`src/hw/uri_map.vh`:
```
/*
  Register map, field positions, reset values and bus constants of the serial
  channel register interface.
  Assumes inclusion by bare name from the design files; holds definitions only.
*/
`ifndef URI_MAP_VH
`define URI_MAP_VH

// ************************************************************************
// register indices, byte address is four times the index
// ************************************************************************
`define URI_ADDR_W          18
`define URI_IDX_W           16
`define URI_IDX_CLK_SEL     16'h4380
`define URI_IDX_FRAME_MODE  16'h4382
`define URI_IDX_BAUD_RATE   16'h4384
`define URI_IDX_CHAN_CTRL   16'h4386
`define URI_IDX_TX_BYTE     16'h4388
`define URI_IDX_RX_BYTE     16'h438a
`define URI_IDX_STATUS      16'h438c
`define URI_IDX_IRQ_EN      16'h438e

// ************************************************************************
// writable masks and reset values
// ************************************************************************
`define URI_MASK_CLK_SEL    16'h0133
`define URI_MASK_FRAME_MODE 16'h037f
`define URI_MASK_BAUD_RATE  16'h0fff
`define URI_MASK_IRQ_EN     7'h7f
`define URI_RST_REG16       16'h0000
`define URI_RST_BYTE        8'h00
`define URI_RST_STATUS      7'h01

// ************************************************************************
// field positions
// ************************************************************************
`define URI_CLK_DIV_LSB     4
`define URI_MODE_STOP_TWO   0
`define URI_MODE_PAR_ODD    1
`define URI_MODE_PAR_EN     2
`define URI_MODE_CHAR8      3
`define URI_MODE_OPEN_DRAIN 5
`define URI_MODE_PULLUP     6
`define URI_MODE_INV_TX     8
`define URI_MODE_INV_RX     9
`define URI_CTRL_ENABLE     0
`define URI_CTRL_SOFT_RST   1
`define URI_ST_TX_EMPTY     0
`define URI_ST_RX_ONE       1
`define URI_ST_RX_TWO       2
`define URI_ST_OVERRUN      3
`define URI_ST_PARITY       4
`define URI_ST_FRAMING      5
`define URI_ST_TX_END       6
`define URI_ST_TX_BUSY      8
`define URI_ST_RX_BUSY      9

// ************************************************************************
// timing
// ************************************************************************
`define URI_CLK_PERIOD_NS   10
`define URI_PER_W           12

`endif

```
`src/hw/uri_bit_timer.v`:
```
/*
  Bit period timer: a down counter that pulses tick once per bit period.
  Assumes one clock domain and a period of at least one cycle.
*/
`timescale 1ns/100ps
`default_nettype none

module uri_bit_timer #(
  parameter PER_W = 12
) (
  input  wire             clk,
  input  wire             rst_n,
  input  wire             restart,
  input  wire [PER_W-1:0] load_val,
  input  wire [PER_W-1:0] period,
  output wire             tick
);

  reg [PER_W-1:0] cnt_q;

  // ************************************************************************
  // counter
  // ************************************************************************

  // tick is suppressed during restart so a fresh start never fires early
  assign tick = (cnt_q == {PER_W{1'b0}}) & ~restart;

  // reload with period minus one so ticks stay exactly one period apart
  always @(posedge clk or negedge rst_n) begin
    if (!rst_n) begin
      cnt_q <= {PER_W{1'b0}};
    end else if (restart) begin
      cnt_q <= load_val;
    end else if (cnt_q == {PER_W{1'b0}}) begin
      cnt_q <= period - {{(PER_W-1){1'b0}}, 1'b1};
    end else begin
      cnt_q <= cnt_q - {{(PER_W-1){1'b0}}, 1'b1};
    end
  end

endmodule

`default_nettype wire

```
`src/hw/uri_top.v`:
```
/*
  Serial channel register interface: APB slave, status flags, interrupt,
  transmit shifter and receiver with a two-byte receive buffer.
  Assumes one 100 MHz clock, an asynchronous serial line on RXD_I and an
  APB master that holds each request until PREADY.
*/
// Decided for this implementation: register access over APB.
// Summary of operation
// - tx empty flag resets set, clears on write
// - rx buffer flags read-only, cleared by data read
// - framing/parity errors clear by one or read
// - tx end and overrun clear by one
`timescale 1ns/100ps
`default_nettype none
`include "uri_map.vh"

module uri_top #(
  parameter PER_W = `URI_PER_W
) (
  input  wire                   CLK,
  input  wire                   RSTN,
  input  wire                   PSEL,
  input  wire                   PENABLE,
  input  wire                   PWRITE,
  input  wire [`URI_ADDR_W-1:0] PADDR,
  input  wire [31:0]            PWDATA,
  output wire [31:0]            PRDATA,
  output wire                   PREADY,
  output wire                   PSLVERR,
  input  wire                   RXD_I,
  output wire                   TXD_O,
  output wire                   TXD_OE,
  output wire                   PULLUP_EN,
  output wire                   IRQ
);

  localparam [3:0] RX_IDLE  = 4'b0001;
  localparam [3:0] RX_START = 4'b0010;
  localparam [3:0] RX_DATA  = 4'b0100;
  localparam [3:0] RX_STOP  = 4'b1000;

  // ************************************************************************
  // apb slave
  // ************************************************************************
  reg  [15:0] prdata_q;
  reg         pready_q;
  reg         pslverr_q;
  reg  [15:0] rdata_d;
  reg         hit_d;

  wire [`URI_IDX_W-1:0] idx = PADDR[`URI_ADDR_W-1:2];
  wire aligned = (PADDR[1:0] == 2'b00);
  wire setup   = PSEL & ~PENABLE;
  wire access  = PSEL & PENABLE & pready_q;
  wire wr      = access & PWRITE;
  wire rd      = access & ~PWRITE;

  wire sel_clk  = aligned & (idx == `URI_IDX_CLK_SEL);
  wire sel_mode = aligned & (idx == `URI_IDX_FRAME_MODE);
  wire sel_baud = aligned & (idx == `URI_IDX_BAUD_RATE);
  wire sel_ctrl = aligned & (idx == `URI_IDX_CHAN_CTRL);
  wire sel_txd  = aligned & (idx == `URI_IDX_TX_BYTE);
  wire sel_rxd  = aligned & (idx == `URI_IDX_RX_BYTE);
  wire sel_stat = aligned & (idx == `URI_IDX_STATUS);
  wire sel_en   = aligned & (idx == `URI_IDX_IRQ_EN);

  // ************************************************************************
  // configuration and state registers
  // ************************************************************************
  reg  [15:0] clk_sel_q;
  reg  [15:0] mode_q;
  reg  [15:0] baud_q;
  reg         enable_q;
  reg  [7:0]  tx_buf_q;
  reg  [6:0]  irq_en_q;
  reg         tx_empty_q;
  reg         tx_end_q;
  reg         overrun_q;
  reg         parity_err_q;
  reg         framing_err_q;
  reg  [7:0]  rx_head_q;
  reg  [7:0]  rx_next_q;
  reg  [1:0]  rx_cnt_q;
  reg         irq_q;

  wire wr_txd   = wr & sel_txd;
  wire rd_rxd   = rd & sel_rxd;
  wire wr_stat  = wr & sel_stat;
  // software reset is a one-shot; the bit always reads back zero
  wire soft_rst = wr & sel_ctrl & PWDATA[`URI_CTRL_SOFT_RST];

  wire stop_two   = mode_q[`URI_MODE_STOP_TWO];
  wire par_odd    = mode_q[`URI_MODE_PAR_ODD];
  wire par_en     = mode_q[`URI_MODE_PAR_EN];
  wire char8      = mode_q[`URI_MODE_CHAR8];
  wire open_drain = mode_q[`URI_MODE_OPEN_DRAIN];
  wire inv_tx     = mode_q[`URI_MODE_INV_TX];
  wire inv_rx     = mode_q[`URI_MODE_INV_RX];

  // bit period is (rate bits 7:0 + 1) cycles scaled by the power-of-two divider
  wire [1:0]       clk_div = clk_sel_q[`URI_CLK_DIV_LSB+1:`URI_CLK_DIV_LSB];
  wire [PER_W-1:0] period  = ({{(PER_W-8){1'b0}}, baud_q[7:0]} +
                              {{(PER_W-1){1'b0}}, 1'b1}) << clk_div;

  // derived receive buffer flags: read-only, popped by a data read
  wire rx_one = (rx_cnt_q != 2'd0);
  wire rx_two = (rx_cnt_q == 2'd2);

  // ************************************************************************
  // transmitter
  // ************************************************************************
  reg  [11:0] tx_sh_q;
  reg  [3:0]  tx_left_q;
  reg         tx_line_q;
  reg         txd_q;
  reg         txd_oe_q;
  reg  [11:0] tx_frame;
  reg  [3:0]  tx_bits;
  wire        tx_tick;

  wire tx_busy = (tx_left_q != 4'd0);
  wire tx_load = enable_q & ~tx_empty_q & ~tx_busy & ~soft_rst;
  wire tx_done = tx_busy & tx_tick & (tx_left_q == 4'd1);
  wire tx_par  = (char8 ? ^tx_buf_q : ^tx_buf_q[6:0]) ^ par_odd;

  // frame is sent lsb first: start, data, optional parity, stop bits
  always @* begin
    tx_frame    = 12'hfff;
    tx_frame[0] = 1'b0;
    if (char8) begin
      tx_frame[9:1] = {(par_en ? tx_par : 1'b1), tx_buf_q};
    end else begin
      tx_frame[8:1] = {(par_en ? tx_par : 1'b1), tx_buf_q[6:0]};
    end
    // start, data, parity and stop bits all count, so the last stop bit gets a full period
    tx_bits = 4'd9 + {3'd0, char8} + {3'd0, par_en} + {3'd0, stop_two};
  end

  uri_bit_timer #(
    .PER_W (PER_W)
  ) u_tx_timer (
    .clk      (CLK),
    .rst_n    (RSTN),
    .restart  (tx_load),
    .load_val (period - {{(PER_W-1){1'b0}}, 1'b1}),
    .period   (period),
    .tick     (tx_tick)
  );

  // shifter; clearing the channel enable abandons a frame in flight
  always @(posedge CLK or negedge RSTN) begin
    if (!RSTN) begin
      tx_sh_q   <= 12'hfff;
      tx_left_q <= 4'd0;
      tx_line_q <= 1'b1;
    end else if (soft_rst | ~enable_q) begin
      tx_sh_q   <= 12'hfff;
      tx_left_q <= 4'd0;
      tx_line_q <= 1'b1;
    end else if (tx_load) begin
      tx_sh_q   <= tx_frame;
      tx_left_q <= tx_bits;
      tx_line_q <= tx_frame[0];
    end else if (tx_busy & tx_tick) begin
      tx_sh_q   <= {1'b1, tx_sh_q[11:1]};
      tx_left_q <= tx_left_q - 4'd1;
      tx_line_q <= tx_done ? 1'b1 : tx_sh_q[1];
    end
  end

  // pin drivers; open-drain mode only drives the low level
  always @(posedge CLK or negedge RSTN) begin
    if (!RSTN) begin
      txd_q    <= 1'b1;
      txd_oe_q <= 1'b1;
    end else begin
      txd_q    <= tx_line_q ^ inv_tx;
      txd_oe_q <= open_drain ? ~(tx_line_q ^ inv_tx) : 1'b1;
    end
  end

  // ************************************************************************
  // receiver
  // ************************************************************************
  reg  [3:0] rx_state_q;
  reg  [8:0] rx_sh_q;
  reg  [3:0] rx_idx_q;
  reg        rx_s1_q;
  reg        rx_s2_q;
  reg        rx_s3_q;
  wire       rx_tick;

  wire       rx_in    = rx_s2_q ^ inv_rx;
  wire       rx_prev  = rx_s3_q ^ inv_rx;
  // a falling edge, not a low level, starts a frame: a low stop bit must not restart
  wire       rx_begin = enable_q & rx_state_q[0] & ~rx_in & rx_prev & ~soft_rst;
  wire [3:0] rx_nbits = 4'd7 + {3'd0, char8} + {3'd0, par_en};
  wire       rx_done  = rx_state_q[3] & rx_tick;
  wire [7:0] rx_data  = char8 ? rx_sh_q[7:0] : {1'b0, rx_sh_q[6:0]};
  wire       rx_pbit  = char8 ? rx_sh_q[8] : rx_sh_q[7];
  wire       rx_perr  = par_en & (^rx_data ^ rx_pbit ^ par_odd);
  wire       rx_ferr  = ~rx_in;

  // two flip-flops before the line is looked at
  always @(posedge CLK or negedge RSTN) begin
    if (!RSTN) begin
      rx_s1_q <= 1'b1;
      rx_s2_q <= 1'b1;
      rx_s3_q <= 1'b1;
    end else begin
      rx_s1_q <= RXD_I;
      rx_s2_q <= rx_s1_q;
      rx_s3_q <= rx_s2_q;
    end
  end

  // half-period first load puts every sample at the middle of its bit
  uri_bit_timer #(
    .PER_W (PER_W)
  ) u_rx_timer (
    .clk      (CLK),
    .rst_n    (RSTN),
    .restart  (rx_begin),
    .load_val (period >> 1),
    .period   (period),
    .tick     (rx_tick)
  );

  // only the first stop bit is checked, so two-stop frames pack tighter
  always @(posedge CLK or negedge RSTN) begin
    if (!RSTN) begin
      rx_state_q <= RX_IDLE;
      rx_sh_q    <= 9'h000;
      rx_idx_q   <= 4'd0;
    end else if (soft_rst | ~enable_q) begin
      rx_state_q <= RX_IDLE;
      rx_idx_q   <= 4'd0;
    end else begin
      case (rx_state_q)
        RX_IDLE: begin
          if (rx_begin) begin
            rx_state_q <= RX_START;
          end
        end
        RX_START: begin
          if (rx_tick) begin
            rx_state_q <= rx_in ? RX_IDLE : RX_DATA;
            rx_idx_q   <= 4'd0;
          end
        end
        RX_DATA: begin
          if (rx_tick) begin
            rx_sh_q[rx_idx_q] <= rx_in;
            rx_idx_q          <= rx_idx_q + 4'd1;
            if (rx_idx_q == rx_nbits - 4'd1) begin
              rx_state_q <= RX_STOP;
            end
          end
        end
        RX_STOP: begin
          if (rx_tick) begin
            rx_state_q <= RX_IDLE;
          end
        end
        default: begin
          rx_state_q <= RX_IDLE;
        end
      endcase
    end
  end

  // ************************************************************************
  // receive buffer, two entries deep
  // ************************************************************************

  // a byte landing while both entries are full is dropped; read and push
  // in the same cycle keep the count unless the buffer is empty
  always @(posedge CLK or negedge RSTN) begin
    if (!RSTN) begin
      rx_head_q <= `URI_RST_BYTE;
      rx_next_q <= `URI_RST_BYTE;
      rx_cnt_q  <= 2'd0;
    end else if (soft_rst) begin
      rx_cnt_q  <= 2'd0;
    end else if (rx_done & rd_rxd & rx_one) begin
      if (rx_two) begin
        rx_head_q <= rx_next_q;
        rx_next_q <= rx_data;
      end else begin
        rx_head_q <= rx_data;
      end
    end else if (rx_done & ~rx_two) begin
      if (rx_one) begin
        rx_next_q <= rx_data;
      end else begin
        rx_head_q <= rx_data;
      end
      rx_cnt_q <= rx_cnt_q + 2'd1;
    end else if (rd_rxd & rx_one) begin
      rx_head_q <= rx_next_q;
      rx_cnt_q  <= rx_cnt_q - 2'd1;
    end
  end

  // ************************************************************************
  // status flags, set wins over clear except tx empty, where a data write wins over a load
  // ************************************************************************
  always @(posedge CLK or negedge RSTN) begin
    if (!RSTN) begin
      tx_empty_q    <= 1'b1;
      tx_end_q      <= 1'b0;
      overrun_q     <= 1'b0;
      parity_err_q  <= 1'b0;
      framing_err_q <= 1'b0;
    end else if (soft_rst) begin
      tx_empty_q    <= 1'b1;
      tx_end_q      <= 1'b0;
      overrun_q     <= 1'b0;
      parity_err_q  <= 1'b0;
      framing_err_q <= 1'b0;
    end else begin
      // only a data write clears this flag; it wins over a load in the same
      // cycle, since the freshly written byte is then still pending
      if (wr_txd) begin
        tx_empty_q <= 1'b0;
      end else if (tx_load) begin
        tx_empty_q <= 1'b1;
      end
      if (tx_done & tx_empty_q) begin
        tx_end_q <= 1'b1;
      end else if (wr_stat & PWDATA[`URI_ST_TX_END]) begin
        tx_end_q <= 1'b0;
      end
      if (rx_done & rx_two & ~rd_rxd) begin
        overrun_q <= 1'b1;
      end else if (wr_stat & PWDATA[`URI_ST_OVERRUN]) begin
        overrun_q <= 1'b0;
      end
      if (rx_done & rx_perr) begin
        parity_err_q <= 1'b1;
      end else if ((wr_stat & PWDATA[`URI_ST_PARITY]) | rd_rxd) begin
        parity_err_q <= 1'b0;
      end
      if (rx_done & rx_ferr) begin
        framing_err_q <= 1'b1;
      end else if ((wr_stat & PWDATA[`URI_ST_FRAMING]) | rd_rxd) begin
        framing_err_q <= 1'b0;
      end
    end
  end

  wire [6:0] flags = {tx_end_q, framing_err_q, parity_err_q, overrun_q,
                      rx_two, rx_one, tx_empty_q};

  // ************************************************************************
  // software registers and interrupt
  // ************************************************************************
  always @(posedge CLK or negedge RSTN) begin
    if (!RSTN) begin
      clk_sel_q <= `URI_RST_REG16;
      mode_q    <= `URI_RST_REG16;
      baud_q    <= `URI_RST_REG16;
      enable_q  <= 1'b0;
      tx_buf_q  <= `URI_RST_BYTE;
      irq_en_q  <= 7'h00;
      irq_q     <= 1'b0;
    end else begin
      if (wr & sel_clk) begin
        clk_sel_q <= PWDATA[15:0] & `URI_MASK_CLK_SEL;
      end
      if (wr & sel_mode) begin
        mode_q <= PWDATA[15:0] & `URI_MASK_FRAME_MODE;
      end
      if (wr & sel_baud) begin
        baud_q <= PWDATA[15:0] & `URI_MASK_BAUD_RATE;
      end
      if (wr & sel_ctrl) begin
        enable_q <= PWDATA[`URI_CTRL_ENABLE];
      end
      if (wr_txd) begin
        tx_buf_q <= PWDATA[7:0];
      end
      if (wr & sel_en) begin
        irq_en_q <= PWDATA[6:0] & `URI_MASK_IRQ_EN;
      end
      irq_q <= |(flags & irq_en_q);
    end
  end

  // read data is captured in the setup cycle; reserved bits read zero
  always @* begin
    rdata_d = 16'h0000;
    hit_d   = 1'b1;
    if (sel_clk) begin
      rdata_d = clk_sel_q;
    end else if (sel_mode) begin
      rdata_d = mode_q;
    end else if (sel_baud) begin
      rdata_d = baud_q;
    end else if (sel_ctrl) begin
      rdata_d = {15'h0000, enable_q};
    end else if (sel_txd) begin
      rdata_d = {8'h00, tx_buf_q};
    end else if (sel_rxd) begin
      rdata_d = {8'h00, rx_head_q};
    end else if (sel_stat) begin
      rdata_d = {6'h00, ~rx_state_q[0], tx_busy, 1'b0, flags};
    end else if (sel_en) begin
      rdata_d = {9'h000, irq_en_q};
    end else begin
      hit_d = 1'b0;
    end
  end

  // one wait-free access phase: ready rises right after the setup cycle
  always @(posedge CLK or negedge RSTN) begin
    if (!RSTN) begin
      prdata_q  <= 16'h0000;
      pready_q  <= 1'b0;
      pslverr_q <= 1'b0;
    end else if (setup) begin
      prdata_q  <= PWRITE ? 16'h0000 : rdata_d;
      pready_q  <= 1'b1;
      pslverr_q <= ~hit_d;
    end else begin
      pready_q  <= 1'b0;
      pslverr_q <= 1'b0;
    end
  end

  assign PRDATA    = {16'h0000, prdata_q};
  assign PREADY    = pready_q;
  assign PSLVERR   = pslverr_q;
  assign TXD_O     = txd_q;
  assign TXD_OE    = txd_oe_q;
  assign PULLUP_EN = mode_q[`URI_MODE_PULLUP];
  assign IRQ       = irq_q;

endmodule

`default_nettype wire

```
`config.mk`:
```
export PLATFORM = sky130hd
export DESIGN_NAME = uri_top
export DESIGN_NICKNAME = d
export VERILOG_FILES = /design/src/hw/uri_bit_timer.v /design/src/hw/uri_top.v
export VERILOG_INCLUDE_DIRS = /design/src /design/src/hw
export SDC_FILE = /design/constraint.sdc
export NUM_CORES = 1
export LEC_CHECK = 0
export BUFFER_PORTS_ARGS = -buffer_cell sky130_fd_sc_hd__buf_2
export CAP_MARGIN = 20
export CORE_ASPECT_RATIO = 1.2
export CORE_MARGIN = 5
export CORE_UTILIZATION = 60
export DETAILED_ROUTE_END_ITERATION = 10
export MAX_ROUTING_LAYER = met4
export PLACE_DENSITY = 0.83
export REMOVE_ABC_BUFFERS = 1
export SETUP_SLACK_MARGIN = 0.5
export SLEW_MARGIN = 10
export SYNTH_ARGS = -nofsm -noshare
export SYNTH_HDL_FRONTEND = slang
export SYNTH_SLANG_ARGS = --single-unit
```
`constraint.sdc`:
```
create_clock -name CLK -period 3.45 [get_ports CLK]
set_input_delay 0.69 -clock CLK [delete_from_list [all_inputs] [get_ports CLK]]
set_output_delay 0.69 -clock CLK [all_outputs]
set_load 0.02 [all_outputs]
```
==> results by group <==
Timing
  • Fin crit period: approximately 2.8 ns
  • Fin crit share: between 80 and 90%
  • Setup-failing EPs final: 0
  • FMAX: 351 MHz
  • RSZ-0062 raised after global routing: true
  • Slew headroom: approximately 37%
  • Hold slack: 0.268 ns
  • Final count of hold timing violations: 0
  • Max-slew violations: 0
  • Layout Skew: between 0.007 and 0.008 ns
  • Worst slew pin tran: around 0.94 ns

CTS
  • CTS tree: done
  • Clk root buf: clkbuf_16
  • H-tree depth: 4
  • Hold buffer count at CTS: 0
  • Reg clk slew, reported paths: ~0.070 ns
  • CTS sink cnt: between 100 and 150
  • CTS Buf Count: 17
  • CTS max path bufs: 2
  • Latest clock arrival within the worst-skew pair: roughly 0.44 ns

Critical path
  • CP Launch Type: flop
  • Worst EP arrival: 3.17 ns
  • Largest stage delay on the critical path: between 0.5 and 0.6 ns
  • Critical Path Fanout Max: 7
  • Crit path cell chain: or4_4 > or3_1 > nor3_4 > buf_12 > nand4_4 > nor3b_4 > nand2_1 > mux2_2
  • Worst Setup End Kind: flop
  • Highest-delay cell along the critical path: or4_4
  • Crit path required time: around 3.8 ns
  • Critical path's top delay family: simple AND/OR/NAND/NOR gates
  • Critical path class: flop to flop
  • Critical path buffers and inverters: 1

Die
  • Core area: ~0.014 mm^2
  • Chip height: 141 um
  • Ports: 94
  • Initial Util: roughly three fifths
  • Die Footprint: approximately 0.017 mm^2
  • Die Wd: about 120 um
  • FP Rows: 47

Global route
  • Number of global-route vias before repair: 7213
  • Overall routing resource usage: 28.5%
  • Largest net degree at the start of global routing: a little under 80
  • Initial antenna violation count: 0
  • Congestion Overflow GR: 0
  • First-pass GRT wire length: around 37000 um

Yosys
  • Cell count after synthesis: approximately 910
  • Post-synthesis sequential area ratio: 41.3%
  • Synth Warn #: 0
  • Netlist cell types: 75
  • Post-synth EDFFs: 0
  • Synth Register Bits: 140
  • Synth Cell Area: approximately 0.0085 mm^2
  • Syn avg cell area: 9.41 um^2
  • Commonest register cell after synthesis: dfrtp_1
  • Ys async rst share: 100%

Routing
  • DRT Pass-1 Iters: 5
  • DRC: 0
  • Via count: 7492
  • Vias per inst: between 6 and 7
  • Initial DRC count: around 670
  • Wire per inst: around 20 um
  • Post-route ant nets: 0
  • Final Routed Wirelength: approximately 23000 um

Placed design
  • Final HPWL DP: between 15000 and 20000 um
  • Dpl cell area: between 0.009 and 0.01 mm^2
  • GPL Wtd Cong: roughly 1
  • PortBufs: 53

Min path
  • HP Class: input port to asynchronous set/reset pin

Cells and area
  • Fin util: ~70%
  • # nets final: just over 1000
  • Layout cells sized above 1: 22.6%
  • Antenna diode count: 0
  • Final instance area: between 0.009 and 0.01 mm^2
  • Syn-to-layout area delta: 13.3%

Pwr
  • VDD IR max: approximately 0.00032 V
  • PD cells: between 300 and 400 mW/mm^2
  • Leak: 4.19 nW

Run
  • Max-cap violations: 0

Outcome
  • Status: finished, final reports clean
layout by cell type, fill, tap and decap left out, types with 5 or more instances in the layout:
cell	netlist	layout
o41ai_1	6	6
mux2_2	54	54
a211oi_1	14	14
conb_1	1	20
nand2_1	96	96
nand4_1	13	13
ha_1	17	16
dfstp_2	17	17
buf_2	2	52
xor2_1	18	17
o22ai_1	10	10
nor2b_1	14	14
clkbuf_16	0	17
xnor2_1	35	35
dfrtp_1	123	122
inv_6	0	6
nor2_1	70	70
inv_1	26	26
o211ai_1	12	12
or3_1	10	10
nor3_1	27	27
o21ai_0	64	63
buf_4	20	35
a21oi_1	38	38
a221oi_1	6	6
mux2i_1	21	21
nand2b_1	9	9
nand3_1	17	17
o31ai_1	5	5
a31oi_1	12	12
nand3b_1	7	7
nor4_1	11	10
registers in the layout (all words and copies together) (netlist names), 5 cells and up:
register,cells
clk_sel_q,5
irq_en_q,7
baud_q,12
tx_buf_q,8
tx_sh_q,9
rx_sh_q,9
rx_next_q,8
rx_head_q,8
u_tx_timer.cnt_q,12
mode_q,9
prdata_q,12
u_rx_timer.cnt_q,12
final timing paths:
kind                                          start    endpoint  slack (ns)  cells after the start
max in group asynchronous                      RSTN     rx_s1_q        2.33                      2
worst min register to register              rx_s1_q     rx_s2_q        0.36                      0
worst max-delay path            u_rx_timer.cnt_q[5]  rx_sh_q[4]        0.60                      8
min in group CLK                            rx_s1_q     rx_s2_q        0.36                      0
worst min-delay path                           RSTN   baud_q[5]        0.27                      1
worst max register to register  u_rx_timer.cnt_q[5]  rx_sh_q[4]        0.60                      8
repair_timing:
action | in CTS | in global routing
pin swaps | 2 | 2
endpoints found under the setup margin | 11 | 38
gates resized for setup | 1 | 4
setup buffers | 1 | 2
final cells by class:
cell class	instances	area [um^2]
well taps	171	214
inverters	27	101
clock buffers	17	425
fillers	1022	4210
flip-flops and latches	140	3530
multi-input cells	689	4650
clock inverters	15	174
repair buffers	90	574
cell families after synthesis:
group           Yosys count  share of synthesized area [%]
simple gates            317                           19.8
compound gates          204                           15.3
flops                   140                           41.3
buf+inv                  96                           5.22
mux                      78                           10.4
xor+xnor                 53                           5.44
fa+ha+maj                17                           2.49
other cells               1                         0.0440
through the flow:
stage	setup WS, ns	setup TNS, ns	cells	total power (W)
global placement	0.284	0	1114	0.00182
detailed placement	0.189	0	1114	0.00182
floorplan	-0.333	-2.75	856	0.00173
finish	0.601	0	1149	0.00365
CTS	0.524	0	1147	0.00367
global route	0.468	0	1149	0.00377
worst reg2reg max path, cell delays in order (launching register included):
cell and delay [ns]:
dfrtp_1 0.42, or4_4 0.56, or3_1 0.48, nor3_4 0.27
buf_12 0.16, nand4_4 0.16, nor3b_4 0.32, nand2_1 0.10
mux2_2 0.28
cells in the mapped netlist (17+ instances only):
cell      instances  area [um^2]
xor2_1           18          158
mux2i_1          21          210
ha_1             17          213
clkbuf_1         42          158
mux2_2           54          608
xnor2_1          35          307
dfstp_2          17          447
inv_1            26         97.6
nor3_1           27          135
a21oi_1          38          190
nor2_1           70          263
buf_4            20          150
o21ai_0          64          320
dfrtp_1         123         3080
nand3_1          17         85.1
nand2_1          96          360
power breakdown:
group	total [W]	switching (W)	internal [W]
sequential	0.00165	0.00000211	0.00165
combinational	0.000147	0.000110	0.0000363
clock	0.00186	0.000824	0.00103
total	0.00365	0.000937	0.00272
routing by layer:
| metal | share of wire, % | GRT usage [%] |
|---|---|---|
| met3 | 6.0 | 5.21 |
| met4 | 5.0 | 14.5 |
| met5 | 0 | - |
| met1 | 38 | 32.9 |
| met2 | 51 | 47.6 |
(Power assumes the default switching activity.)
